File: src/ifb_regs.vh
// register offsets, flag positions and implemented-bit masks for the interrupt flag bank
`ifndef IFB_REGS_VH
`define IFB_REGS_VH

// byte offsets on the register bus
`define IFB_OFS_FLAGS0 4'h0
`define IFB_OFS_FLAGS1 4'h4
`define IFB_OFS_FLAGS4 4'h8
`define IFB_OFS_ALLOW0 4'hc

// flag word 0
`define IFB_F0_EXT0 0
`define IFB_F0_CAP1 1
// flag word 1
`define IFB_F1_I2CS 0
`define IFB_F1_I2CM 1
`define IFB_F1_PCHG 3
`define IFB_F1_EXT1 4
`define IFB_F1_CAP7 6
`define IFB_F1_CAP8 7
`define IFB_F1_EXT2 13
// flag word 4
`define IFB_F4_SERR 1

// implemented-bit masks
`define IFB_MASK0 16'h0003
`define IFB_MASK1 16'h20db
`define IFB_MASK4 16'h0002

`define IFB_RESP_OKAY 2'h0
`define IFB_RESP_SLVERR 2'h2
`define IFB_ZERO16 16'h0000
`endif

File: src/ifb_flag_bank.v
// interrupt request flag bank with an axi4-lite register port
`timescale 1ns/1ps
`include "ifb_regs.vh"
// How it works
// - bit 1 of word 0: capture 1 pending
// - bit 0 of word 0: external line 0
// - flag reads 1 once request occurred
// - unimplemented bits read zero, ignore writes
// - each word 0 flag paired with an allow bit; words 1 and 4 have no allow bits
module ifb_flag_bank (
    input wire aclk,
    input wire aresetn,
    input wire [3:0] s_axi_awaddr,
    input wire s_axi_awvalid,
    output reg s_axi_awready,
    input wire [31:0] s_axi_wdata,
    input wire [3:0] s_axi_wstrb,
    input wire s_axi_wvalid,
    output reg s_axi_wready,
    output reg [1:0] s_axi_bresp,
    output reg s_axi_bvalid,
    input wire s_axi_bready,
    input wire [3:0] s_axi_araddr,
    input wire s_axi_arvalid,
    output reg s_axi_arready,
    output reg [31:0] s_axi_rdata,
    output reg [1:0] s_axi_rresp,
    output reg s_axi_rvalid,
    input wire s_axi_rready,
    input wire [15:0] evt_word0,
    input wire [15:0] evt_word1,
    input wire [15:0] evt_word4,
    output reg [15:0] req_word0,
    output reg [15:0] req_word1,
    output reg [15:0] req_word4
);

// ----------------------------------------
// write channel capture
// ----------------------------------------
reg aw_held_r;
reg w_held_r;
reg [3:0] aw_addr_r;
reg [15:0] w_data_r;
reg [1:0] w_strb_r;
reg [15:0] flags0_r, flags1_r, flags4_r, allow0_r;
wire wr_go = aw_held_r && w_held_r && !s_axi_bvalid;

function [15:0] lane_merge;
    input [15:0] old_v;
    input [15:0] new_v;
    input [1:0] strb;
    input [15:0] mask;
    begin
        lane_merge = old_v;
        if (strb[0]) lane_merge[7:0] = new_v[7:0];
        if (strb[1]) lane_merge[15:8] = new_v[15:8];
        lane_merge = lane_merge & mask;
    end
endfunction

function addr_ok;
    input [3:0] a;
    begin
        addr_ok = (a == `IFB_OFS_FLAGS0) || (a == `IFB_OFS_FLAGS1) ||
                  (a == `IFB_OFS_FLAGS4) || (a == `IFB_OFS_ALLOW0);
    end
endfunction

always @(posedge aclk) begin
    if (!aresetn) begin
        aw_held_r <= 1'b0;
        w_held_r <= 1'b0;
        aw_addr_r <= 4'h0;
        w_data_r <= `IFB_ZERO16;
        w_strb_r <= 2'h0;
        s_axi_awready <= 1'b0;
        s_axi_wready <= 1'b0;
        s_axi_bvalid <= 1'b0;
        s_axi_bresp <= `IFB_RESP_OKAY;
    end else begin
        s_axi_awready <= !aw_held_r && !s_axi_awready && s_axi_awvalid;
        s_axi_wready <= !w_held_r && !s_axi_wready && s_axi_wvalid;
        if (s_axi_awvalid && s_axi_awready) begin
            aw_held_r <= 1'b1;
            aw_addr_r <= {s_axi_awaddr[3:2], 2'h0};
        end
        if (s_axi_wvalid && s_axi_wready) begin
            w_held_r <= 1'b1;
            w_data_r <= s_axi_wdata[15:0];
            w_strb_r <= s_axi_wstrb[1:0];
        end
        if (wr_go) begin
            aw_held_r <= 1'b0;
            w_held_r <= 1'b0;
            s_axi_bvalid <= 1'b1;
            s_axi_bresp <= addr_ok(aw_addr_r) ? `IFB_RESP_OKAY : `IFB_RESP_SLVERR;
        end else if (s_axi_bvalid && s_axi_bready) begin
            s_axi_bvalid <= 1'b0;
        end
    end
end

// ----------------------------------------
// flag storage
// ----------------------------------------
// the written value replaces the flag, then a same-cycle event is ored on top so it is never lost
wire [15:0] sw0 = (wr_go && aw_addr_r == `IFB_OFS_FLAGS0) ?
                  lane_merge(flags0_r, w_data_r, w_strb_r, `IFB_MASK0) : flags0_r;
wire [15:0] sw1 = (wr_go && aw_addr_r == `IFB_OFS_FLAGS1) ?
                  lane_merge(flags1_r, w_data_r, w_strb_r, `IFB_MASK1) : flags1_r;
wire [15:0] sw4 = (wr_go && aw_addr_r == `IFB_OFS_FLAGS4) ?
                  lane_merge(flags4_r, w_data_r, w_strb_r, `IFB_MASK4) : flags4_r;

always @(posedge aclk) begin
    if (!aresetn) begin
        flags0_r <= `IFB_ZERO16;
        flags1_r <= `IFB_ZERO16;
        flags4_r <= `IFB_ZERO16;
        allow0_r <= `IFB_ZERO16;
    end else begin
        flags0_r <= sw0 | (evt_word0 & `IFB_MASK0);
        flags1_r <= sw1 | (evt_word1 & `IFB_MASK1);
        flags4_r <= sw4 | (evt_word4 & `IFB_MASK4);
        if (wr_go && aw_addr_r == `IFB_OFS_ALLOW0)
            allow0_r <= lane_merge(allow0_r, w_data_r, w_strb_r, `IFB_MASK0);
    end
end

// ----------------------------------------
// request outputs
// ----------------------------------------
// only word 0 has an allow register here; other words pass unchanged
always @(posedge aclk) begin
    if (!aresetn) begin
        req_word0 <= `IFB_ZERO16;
        req_word1 <= `IFB_ZERO16;
        req_word4 <= `IFB_ZERO16;
    end else begin
        req_word0 <= flags0_r & allow0_r;
        req_word1 <= flags1_r;
        req_word4 <= flags4_r;
    end
end

// ----------------------------------------
// read channel
// ----------------------------------------
always @(posedge aclk) begin
    if (!aresetn) begin
        s_axi_arready <= 1'b0;
        s_axi_rvalid <= 1'b0;
        s_axi_rdata <= 32'h0000_0000;
        s_axi_rresp <= `IFB_RESP_OKAY;
    end else begin
        s_axi_arready <= !s_axi_rvalid && !s_axi_arready && s_axi_arvalid;
        if (s_axi_arvalid && s_axi_arready) begin
            s_axi_rvalid <= 1'b1;
            s_axi_rresp <= `IFB_RESP_OKAY;
            case ({s_axi_araddr[3:2], 2'h0})
                `IFB_OFS_FLAGS0: s_axi_rdata <= {16'h0000, flags0_r};
                `IFB_OFS_FLAGS1: s_axi_rdata <= {16'h0000, flags1_r};
                `IFB_OFS_FLAGS4: s_axi_rdata <= {16'h0000, flags4_r};
                `IFB_OFS_ALLOW0: s_axi_rdata <= {16'h0000, allow0_r};
                default: begin
                    s_axi_rdata <= 32'h0000_0000;
                    s_axi_rresp <= `IFB_RESP_SLVERR;
                end
            endcase
        end else if (s_axi_rvalid && s_axi_rready) begin
            s_axi_rvalid <= 1'b0;
        end
    end
end

endmodule // ifb_flag_bank

File: config.mk
export PLATFORM = sky130hd
export DESIGN_NAME = ifb_flag_bank
export DESIGN_NICKNAME = d
export VERILOG_FILES = /design/src/ifb_flag_bank.v
export VERILOG_INCLUDE_DIRS = /design/src
export SDC_FILE = /design/constraint.sdc
export NUM_CORES = 1
export LEC_CHECK = 0
export BUFFER_PORTS_ARGS = -buffer_cell sky130_fd_sc_hd__buf_4
export CORE_UTILIZATION = 39
export DETAILED_ROUTE_END_ITERATION = 10
export HOLD_SLACK_MARGIN = 0.12
export PLACE_DENSITY = 0.8
export SKIP_LAST_GASP = 1
export SYNTH_ARGS = -nofsm -noshare
export SYNTH_HDL_FRONTEND = slang
export SYNTH_SLANG_ARGS = --single-unit
File: constraint.sdc
create_clock -name aclk -period 1.7 [get_ports aclk]
set_input_delay 0.17 -clock aclk [delete_from_list [all_inputs] [get_ports aclk]]
set_output_delay 0.17 -clock aclk [all_outputs]
set_load 0.05 [all_outputs]
Word level (Yosys, flattened, before mapping)
Cells that the tools add are included.
Storage, ports and cells
  register bits after elaboration: 157
Cells by class
  equality and inequality tests: 6
  multiplexer cells: 13
  bitwise gates (word level): 5
  reduce and logical (&&, ||, !) cells: 33
Operator list (number)
  32-bit case mux with 4 select lines: 1
  16-bit two-way mux: 3
  16-bit by 2-bit bitwise OR with 16-bit output: 2
  1-bit logical AND: 17
  16-bit by 2-bit bitwise AND with 16-bit output: 1
  16-bit by 14-bit bitwise OR with 16-bit output: 1
  2-bit == test (second input constant): 4
  8-bit two-way mux: 1
  1-bit logical NOT: 7
  2-bit two-way mux: 3
  6-bit two-way mux: 1
  2-bit by 1-bit == test with 1-bit output (second input constant): 2
  4-bit logical NOT: 1
  1-bit two-way mux: 4
  2-bit nonzero test: 2
  1-bit logical OR: 3
  2-bit logical NOT: 1
  2-bit AND reduction: 1
  2-bit OR reduction: 1
  1-bit NOT: 1

Logic depth before layout (Yosys ltp)
Gate-level depths: netlist (run 1).
  depth in word-level cells: 5
  depth in mapped cells: 4

Worst setup path before layout (run 1)
No wires, ideal clock.
  path kind: register -> register
  start: register s_axi_bvalid
  end: register allow0_r[0]
  library setup time: 0.118 ns
  arrival time: 1.344 ns
  data required time: 1.582 ns
  path slack: 0.238 ns
  stages on the path, launching flop included: 5
  path buffers: 1
  period minus slack after synthesis: 1.462 ns
  cells stage by stage: dfxtp_1 -> and4b_1 -> buf_4 -> and3_4 -> mux2i_1
Between the ends
  word-level cells in the longest chain between the ends: 4
RTL lines
  start: declaration: RTL line ifb_flag_bank.v:21  | output reg s_axi_bvalid,
  start signal: assignment: RTL line ifb_flag_bank.v:79  | s_axi_bvalid <= 1'b0;
  start signal: assignment: RTL line ifb_flag_bank.v:96  | s_axi_bvalid <= 1'b1;
  start signal: assignment: RTL line ifb_flag_bank.v:99  | s_axi_bvalid <= 1'b0;
  1-bit logical NOT: RTL line ifb_flag_bank.v:47  | wire wr_go = aw_held_r && w_held_r && !s_axi_bvalid;
  1-bit logical AND: RTL line ifb_flag_bank.v:47
  1-bit logical AND (no line)
  2-bit AND reduction (no line)
  end signal: assignment: RTL line ifb_flag_bank.v:120  | allow0_r <= `IFB_ZERO16;
  end signal: assignment: RTL line ifb_flag_bank.v:126  | allow0_r <= lane_merge(allow0_r, w_data_r, w_strb_r, `IFB_MASK0);
  end: declaration: RTL line ifb_flag_bank.v:46  | reg [15:0] flags0_r, flags1_r, flags4_r, allow0_r;
No other way between the ends.
A chain may end at the register's enable or synchronous reset.

Worst setup path in the final report (run 1)
  start: register aw_held_r
  end: register allow0_r[1]
Between the ends
  word-level cells in the longest chain between the ends: 4
RTL lines
  start: declaration: RTL line ifb_flag_bank.v:41  | reg aw_held_r;
  start signal: assignment: RTL line ifb_flag_bank.v:72  | aw_held_r <= 1'b0;
  start signal: assignment: RTL line ifb_flag_bank.v:85  | aw_held_r <= 1'b1;
  start signal: assignment: RTL line ifb_flag_bank.v:94  | aw_held_r <= 1'b0;
  1-bit logical AND (2 in a row): RTL line ifb_flag_bank.v:47
  1-bit logical AND (no line)
  2-bit AND reduction (no line)
No other way between the ends.

==> results.json, run 1 <==
{
  "min_period_over_period": 0.804,
  "clkLatencyLatePin_ns": 0.30,
  "synthCells": 254,
  "hold_viol": 0,
  "report.final.slew_viol_count": 0,
  "fin_util": 0.477,
  "place_congestion": 0.750,
  "cts_sinks": 48,
  "grt_pass1_vias": 1437,
  "cp.required_ns": 1.94,
  "drt_iter0_markers": 90,
  "setup_viol": 0,
  "drt-total-wl_um": 4150,
  "cp-startpoint": "aw_held_r",
  "drive_gt1_frac": 0.208,
  "hp-class": "input pin to register",
  "yosys_warnings": 0,
  "synth_area_sq_mm": 0.00231,
  "ys_seq_area_frac": 0.416,
  "dp_hpwl_um": 3050,
  "start_util": 0.411,
  "clk_pin_slew_ns": 0.09,
  "critPathMaxFanout": 7,
  "crit_type": "register to register",
  "setup_slack_ns": 0.333,
  "grt-ovfl-total": 0,
  "cts_buffer_depth": 2,
  "yosysUniqueCellTypes": 31,
  "synth_top_family_by_area": "buffers and inverters",
  "ys_ff_latch": 48,
  "cts_resized": 0,
  "yosysTopAreaCell": "dfxtp_1",
  "fmax_mhz": 732,
  "n_antenna_cell": 0,
  "synth-xor-area-share": 0,
  "synthToLayoutAreaGrowth_pct": 16.1,
  "design.core.area_sq_mm": 0.00561,
  "rows": 27,
  "die_y_um": 78.9,
  "synthMuxAreaShare": 0.0233,
  "postSynth.asyncResetShare": 0,
  "synth_edf_count": 0,
  "crit_path_end_kind": "register",
  "worstSetupStartpointType": "register",
  "grt_max_degree": 50,
  "setup-tns-final_ns": 0,
  "place_area_sq_mm": 0.00251,
  "status": "complete, no violations",
  "dieArea_sq_mm": 0.00623,
  "synth_fa_ha_area_frac": 0,
  "hp-start": "s_axi_awvalid",
  "synth_ff_type": "dfxtp_1",
  "period_needed_ns": 1.37,
  "grt_pass1_wl_um": 6560,
  "grt_util_all_layers": 0.138,
  "vias_per_cell": 4.30,
  "ir_drop_mv": 0.482,
  "wl_per_cell_um": 10.8,
  "synth_compound_area_frac": 0.149,
  "cap_viol_max_count": 0,
  "post-route-drc-count": 0,
  "num_vias": 1655,
  "synth_commonest_cells": "buf_4 (67), dfxtp_1 (48), nand2_1 (33)",
  "place_ws_ns": 0.336,
  "ant_nets": 0,
  "layout.nets": 411,
  "arrival_ns": 1.60,
  "powerDensity_mw_per_mm2": 929,
  "p_leak_nw": 1.21,
  "dr.pass1.iters": 4,
  "cts_buffers": 5,
  "cts_max_level": 2,
  "timing.rr.start": "aw_held_r",
  "postLayoutCellArea_sq_mm": 0.00268,
  "cts_tree": "built",
  "finalClockSkew_ns": 0.00975,
  "ios": 188,
  "grt_setup_unrepaired": "no",
  "port_buffers": 52,
  "die_x_um": 78.9,
  "synth.most_common_cell": "buf_4",
  "syn_area_per_cell_sq_um": 9.08,
  "cts_root_buf": "clkbuf_8",
  "synthSimpleGateAreaFrac": 0.177,
  "synth_top_area_share": 0.416,
  "synth.area.top_cells": "dfxtp_1 (42%), buf_4 (22%), a21boi_0 (5.5%), nand2_1 (5.4%), a31oi_1 (2.4%)",
  "antenna_found_initial": 0
}
[critical path, stage by stage, from the launching register on]
cell and delay, ns:
dfxtp_1 0.49, and4b_1 0.40, and3_4 0.25, mux2i_1 0.17
[layout by cell type (no fill, tap or decap), drive strengths merged, types with 6 or more instances in the layout]
| master | netlist | final |
|---|---|---|
| conb | 1 | 66 |
| buf | 67 | 53 |
| dfxtp | 48 | 48 |
| nand2 | 33 | 33 |
| a21boi | 22 | 22 |
| and2 | 9 | 9 |
| a31oi | 9 | 9 |
| o21ai | 8 | 8 |
| dlygate4sd3 | 0 | 7 |
| nor2b | 6 | 6 |
| clkbuf | 7 | 6 |
[power by group]
part           switching, W  leakage [nW]  total, W  internal [W]
Sequential        0.0000364         0.393   0.00121       0.00117
Clock              0.000376        0.0434  0.000705      0.000329
Combinational      0.000454         0.775  0.000575      0.000121
[metal layers]
layer / vias to the layer above / track usage / routed length (um)
li1: 840 / - / -
met1: 732 / 0.156 / 1770
met2: 79 / 0.233 / 1990
met3: 4 / 0.0529 / 338
met4: 0 / 0.0545 / 48
met5: - / 0 / 0
[worst paths after layout]
check	slack (ns)	end	cells past startpoint
max	0.33	allow0_r[1]	3
min	0.13	s_axi_awready	3
max reg2reg	0.33	allow0_r[1]	3
min reg2reg	0.45	s_axi_arready	1
[cell type report]
type                            count  area [sq um]
Clock buffer                        6          82.6
Clock inverter                      2          15.0
Fill cell                         565          2930
Inverter                            2          7.51
Multi-Input combinational cell    195          1050
Sequential cell                    48           961
Tap cell                           72          90.1
Timing Repair Buffer               60           468
[kinds of logic (layout without fill, tap and decap cells)]
group,after synthesis,after routing
simple gates,75,75
other cells,1,66
mux,4,4
flops,48,48
buf+inv,76,70
compound gates,50,50
[stage by stage]
step           hold slack (ns)  total power, W  std cells
6_report                 0.127         0.00249        385
5_1_grt                  0.120         0.00260        385
4_1_cts                  0.121         0.00251        384
3_5_place_dp             0.403         0.00179        370
3_3_place_gp             0.400         0.00179        370
2_1_floorplan            0.288         0.00180        319
[what timing repair did]
action	4_1_cts	5_1_grt
buffers inserted	0	0
hold endpoints to repair	6	1
hold buffers	6	1
[registers in the layout (all words and copies together), names as in the netlist, 2 cells and up]
name,count
flags0_r,2
s_axi_rdata,7
aw_addr_r,2
req_word0,2
req_word1,7
w_strb_r,2
w_data_r,7
flags1_r,7
allow0_r,2
Note: power is estimated with default switching activity, not from simulation.
==> run 2: changes to the inputs <==
--- a/config.mk
+++ b/config.mk
@@ -6,11 +6,12 @@
 export SDC_FILE = /design/constraint.sdc
 export NUM_CORES = 1
 export LEC_CHECK = 0
+export ABC_AREA = 1
 export BUFFER_PORTS_ARGS = -buffer_cell sky130_fd_sc_hd__buf_4
-export CORE_UTILIZATION = 39
+export CORE_UTILIZATION = 36
 export DETAILED_ROUTE_END_ITERATION = 10
 export HOLD_SLACK_MARGIN = 0.12
-export PLACE_DENSITY = 0.8
+export PLACE_DENSITY = 0.77
 export SKIP_LAST_GASP = 1
 export SYNTH_ARGS = -nofsm -noshare
 export SYNTH_HDL_FRONTEND = slang
==> constraint.sdc (replaced) <==
create_clock -name aclk -period 1.2 [get_ports aclk]
set_input_delay 0.12 -clock aclk [delete_from_list [all_inputs] [get_ports aclk]]
set_output_delay 0.12 -clock aclk [all_outputs]
set_load 0.05 [all_outputs]
==> run 2 against run 1 <==
The run now ends with DRC left. Cell count up 29%. Register-to-register slack worse by 0.24 ns. Combinational power up 65%. Sequential power up 42%. Routed wire length up 7.0%. Sequential cell count unchanged. Critical path type unchanged. Critical endpoint is now flags4_r[1]. Largest power group unchanged.
==> results.json, run 2 <==
{
  "critPathMaxFanout": 7,
  "n_antenna_cell": 0,
  "synthSimpleGateAreaFrac": 0.258,
  "crit_path_cell_trace": "nand2_2, nor2_4, buf_6, nand2_1, nand2_1, nand3_1, nand2_1, inv_1",
  "setup_viol": 0,
  "design.core.area_sq_mm": 0.00642,
  "grt-ovfl-total": 0,
  "synth_top_area_share": 0.399,
  "synth_compound_area_frac": 0.0519,
  "report.final.slew_viol_count": 0,
  "grt_pass1_wl_um": 7360,
  "r2r_cells": 8,
  "post-route-drc-count": 16,
  "ios": 188,
  "layout.nets": 519,
  "postSynth.asyncResetShare": 0,
  "rows": 29,
  "status": "finished with violations",
  "grt_pass1_vias": 1766,
  "cts_buffer_depth": 2,
  "cts_tree": "built",
  "crit_top_cell": "nand2_1",
  "dr.pass1.iters": 7,
  "ys_ff_latch": 48,
  "cp.required_ns": 1.40,
  "synth_commonest_cells": "nand2_1 (72), buf_4 (66), dfxtp_1 (48)",
  "power.switching_w": 0.00128,
  "synthMuxAreaShare": 0,
  "layout_commonest_cell": "nand2_1",
  "finalClockSkew_ns": 0.00776,
  "yosys_warnings": 0,
  "p_sw_frac": 0.358,
  "clk_pin_slew_ns": 0.08,
  "hp-class": "input pin to register",
  "dieArea_sq_mm": 0.00702,
  "vias_per_cell": 4.02,
  "powerDensity_mw_per_mm2": 1180,
  "min_period_over_period": 0.923,
  "num_vias": 1996,
  "yosysTopAreaCell": "dfxtp_1",
  "synth.most_common_cell": "nand2_1",
  "place_congestion": 0.759,
  "crit_type": "register to register",
  "p_int_w": 0.00229,
  "fmax_mhz": 903,
  "drive_gt1_frac": 0.188,
  "seq_power_share": 0.481,
  "hold_viol": 0,
  "fin_total_pwr_w": 0.00357,
  "syn_area_per_cell_sq_um": 7.19,
  "r2r_slack_ns": 0.09,
  "p_comb_frac": 0.265,
  "start_util": 0.375,
  "p_leak_nw": 1.63,
  "setup_slack_ns": 0.0920,
  "wl_per_cell_um": 8.93,
  "synth_top_family_by_area": "buffers and inverters",
  "cp_slowest_cell": "dfxtp_2",
  "ys_seq_area_frac": 0.399,
  "drt-total-wl_um": 4440,
  "arrival_ns": 1.31,
  "synthToLayoutAreaGrowth_pct": 25.0,
  "ir_drop_mv": 0.581,
  "crit_path_end_kind": "register",
  "antenna_found_initial": 0,
  "place_ws_ns": 0.0671,
  "clkLatencyLatePin_ns": 0.30,
  "port_buffers": 52,
  "cpPeakStageDelay_ns": 0.35,
  "final_cell_mix": "nand2_1 (71), conb_1 (66), buf_4 (60)",
  "violations": "DRC",
  "ant_nets": 0,
  "dp_hpwl_um": 3370,
  "synth_edf_count": 0,
  "die_y_um": 83.8,
  "synth_fa_ha_area_frac": 0,
  "period_needed_ns": 1.11,
  "synthCells": 335,
  "cts_sinks": 48,
  "clockPowerShare": 0.254,
  "hold_depth": 3,
  "cts_buffers": 5,
  "grt_max_degree": 29,
  "cts_root_buf": "clkbuf_8",
  "die_x_um": 83.8,
  "cts_max_level": 2,
  "yosysUniqueCellTypes": 17,
  "fin_util": 0.469,
  "cap_viol_max_count": 0,
  "worstSetupStartpointType": "register",
  "grt_util_all_layers": 0.128,
  "synth_ff_type": "dfxtp_1",
  "synth-xor-area-share": 0,
  "synth_area_sq_mm": 0.00241,
  "drt_iter0_markers": 74,
  "synth.area.top_cells": "dfxtp_1 (40%), buf_4 (21%), nand2_1 (11%), nand3_1 (6.6%), inv_1 (6.5%)"
}
==> run 2: cell count changes in the layout (fill, tap and decap cells not counted), sizes merged, moves of 10 or more <==
| cell | delta |
|---|---|
| dlygate4sd3 | +17 |
| nor2 | +30 |
| nand2 | +40 |
| nand3 | +29 |
| o21ai | +10 |
| a21boi | -22 |
| inv | +40 |
==> run 2: cells by family after synthesis <==
| family | Yosys count |
|---|---|
| other | 1 |
| AND/OR/NAND/NOR | 146 |
| AO/OA/AOI/OAI | 25 |
| buffers and inverters | 115 |
| flip-flops | 48 |
==> run 2: stage by stage <==
stage,cells,instance area (sq um),TNS [ns],hold WS (ns)
4_1_cts,496,2990,0,0.121
3_5_place_dp,465,2670,0,0.361
6_report,497,3010,0,0.126
2_1_floorplan,400,2660,0,0.231
3_3_place_gp,465,2670,0,0.357
5_1_grt,497,3010,-0.0117,0.167
==> run 2: cell type report <==
class | count | area, sq um
timing repair buffer | 86 | 713
clock buffer | 5 | 68.8
tap | 77 | 96.3
inverter | 42 | 158
fill | 632 | 3410
sequential | 48 | 967
clock inverter | 2 | 12.5
multi-input combinational | 237 | 996
==> run 2: path summary, 6_finish.rpt <==
kind | from | endpoint
max | aw_held_r | flags4_r[1]
min | s_axi_awaddr[2] | aw_addr_r[2]
max reg2reg | aw_held_r | flags4_r[1]
min reg2reg | s_axi_wready | s_axi_wready
==> run 2: metal layers <==
layer,vias to the layer above,track usage,share of wire
li1,1060,-,-
met1,848,0.152,0.45
met2,79,0.222,0.47
met3,9,0.0356,0.064
met4,0,0.0423,0.015
met5,-,0,0
==> run 2: what timing repair did <==
item,in CTS,in global routing
endpoints found under the hold margin,25,0
resized for setup,0,7
hold buffers,24,0
buffers inserted,0,1
endpoints found under the setup margin,0,10
==> run 2: power by group through the flow <==
stage,Combinational (W),Clock [W],Sequential [W]
2_1_floorplan,0.000790,0,0.00184
5_1_grt,0.00101,0.00101,0.00173
3_3_place_gp,0.000869,0,0.00175
3_5_place_dp,0.000877,0,0.00175
6_report,0.000946,0.000905,0.00172
4_1_cts,0.000939,0.000935,0.00172
==> run 2: worst max-delay path: cells and delay by family, from the launching register on <==
family / cells / cell delay, ns
simple gates: 6 / 0.49
flops: 1 / 0.35
buf+inv: 2 / 0.17
==> run 3: changes to the inputs <==
--- a/config.mk
+++ b/config.mk
@@ -8,6 +8,7 @@
 export LEC_CHECK = 0
 export ABC_AREA = 1
 export BUFFER_PORTS_ARGS = -buffer_cell sky130_fd_sc_hd__buf_4
+export CORE_ASPECT_RATIO = 0.9
 export CORE_UTILIZATION = 36
 export DETAILED_ROUTE_END_ITERATION = 10
 export HOLD_SLACK_MARGIN = 0.12
==> run 3 against run 2 <==
The run now ends clean. Clock power up 10%. Routed wire length is 2.8% higher. Non-clock buffer count decreased by 2. Via count is 1.4% higher. Largest cell class unchanged.
==> results.json, run 3 (synthesis results as in run 2) <==
{
  "status": "complete, no violations",
  "dieArea_sq_mm": 0.00703,
  "wl_per_cell_um": 9.02,
  "critPathMaxFanout": 8,
  "num_vias": 2023,
  "grt_max_degree": 32,
  "cts_buffer_depth": 2,
  "cts_sinks": 48,
  "design.core.area_sq_mm": 0.00628,
  "worstSetupStartpointType": "register",
  "r2r_cells": 8,
  "ant_nets": 0,
  "rows": 27,
  "hp-class": "input pin to register",
  "min_period_over_period": 0.951,
  "r2r_slack_ns": 0.06,
  "cts_tree": "built",
  "clk_pin_slew_ns": 0.09,
  "antenna_found_initial": 0,
  "clkLatencyLatePin_ns": 0.30,
  "arrival_ns": 1.34,
  "grt_pass1_wl_um": 6870,
  "crit_path_end_kind": "register",
  "grt_setup_unrepaired": "yes",
  "layout_commonest_cell": "nand2_1",
  "post-route-drc-count": 0,
  "fillers": 629,
  "timing.rr.end": "flags4_r[1]",
  "crit_type": "register to register",
  "setup_slack_ns": 0.0584,
  "synthToLayoutAreaGrowth_pct": 25.5,
  "drive_gt1_frac": 0.191,
  "dp_hpwl_um": 3440,
  "period_needed_ns": 1.14,
  "report.final.slew_viol_count": 0,
  "fin_util": 0.481,
  "cp.required_ns": 1.40,
  "cts_root_buf": "clkbuf_8",
  "drt-total-wl_um": 4570,
  "cap_viol_max_count": 0,
  "n_antenna_cell": 0,
  "whs_ns": 0.126,
  "grt_util_all_layers": 0.124,
  "crit_end": "flags4_r[1]",
  "vias_per_cell": 4.00,
  "cts_buffers": 5,
  "layout.nets": 517,
  "dr.pass1.iters": 4,
  "die_y_um": 79.6,
  "place_ws_ns": 0.0418,
  "ios": 188,
  "place_congestion": 0.836,
  "port_buffers": 52,
  "powerDensity_mw_per_mm2": 1210,
  "setup-tns-final_ns": 0,
  "grt_pass1_vias": 1643,
  "p_leak_nw": 1.64,
  "die_x_um": 88.2,
  "timing.rr.start": "w_held_r",
  "finalClockSkew_ns": 0.00912,
  "cts_max_level": 2,
  "setup_viol": 0,
  "grt-ovfl-total": 0,
  "ir_drop_mv": 0.550,
  "fin_total_pwr_w": 0.00366,
  "cp-startpoint": "w_held_r",
  "start_util": 0.384,
  "drt_iter0_markers": 144,
  "fmax_mhz": 876,
  "final_cell_mix": "nand2_1 (70), conb_1 (66), buf_4 (60)",
  "hold_viol": 0
}
[run 3: cell types whose count changed in the layout (fill, tap and decap cells not counted), sizes merged]
cell / change
inv: +1
clkbuf: +1
dlygate4sd3: -1
buf: -1
clkinvlp: -1
[run 3: routing by layer]
| metal | wire length [um] | vias up | global-route usage | share of wire |
|---|---|---|---|---|
| met5 | 0 | - | 0 | 0 |
| met4 | 125 | 0 | 0.0565 | 0.027 |
| met3 | 329 | 14 | 0.0331 | 0.072 |
| met2 | 2020 | 87 | 0.195 | 0.44 |
| met1 | 2090 | 861 | 0.159 | 0.46 |
| li1 | - | 1061 | - | - |
[run 3: repair_timing]
item,4_1_cts,5_1_grt
resized for setup,0,7
setup buffers,0,2
setup endpoints to repair,0,13
hold buffers,23,0
endpoints found under the hold margin,24,0
[run 3: cell type report]
type                    instances  area (sq um)  share of cell area
clock buffers                   6          82.6              0.0273
repair buffers                 84           692               0.229
multi-input cells             237          1000               0.332
flip-flops and latches         48           967               0.320
well taps                      87           109              0.0360
clock inverters                 2          13.8             0.00455
inverters                      42           158              0.0521
[run 3: worst min path at each step]
stage                     to  cells past startpoint            start  slack [ns]
6_report        aw_addr_r[2]                      3  s_axi_awaddr[2]        0.13
5_1_grt         aw_addr_r[2]                      3  s_axi_awaddr[2]        0.15
4_1_cts         aw_addr_r[2]                      3  s_axi_awaddr[2]        0.13
3_5_place_dp    s_axi_wready                      3     s_axi_wvalid        0.36
3_3_place_gp    s_axi_wready                      3     s_axi_wvalid        0.36
2_1_floorplan  s_axi_arready                      2    s_axi_arvalid        0.23
[run 3: report_power, final]
group / internal [W] / switching, W / leakage [nW] / total (W)
Sequential: 0.00167 / 0.0000497 / 0.396 / 0.00172
Combinational: 0.000221 / 0.000721 / 1.20 / 0.000943
Clock: 0.000471 / 0.000528 / 0.0516 / 0.000999
[run 3: stage by stage]
step	instances	cell area [sq um]
CTS	504	2990
global placement	473	2670
floorplan	400	2660
global route	506	3030
detailed placement	473	2670
finish	506	3030
[run 3: worst max-delay path, cell delays in order (launching register included)]
cell and delay [ns]:
dfxtp_2 0.35, nand2_2 0.06, nor2_4 0.23, buf_4 0.16
nand2_1 0.04, nand2_1 0.06, nand3_1 0.06, nand2_1 0.06
inv_1 0.03
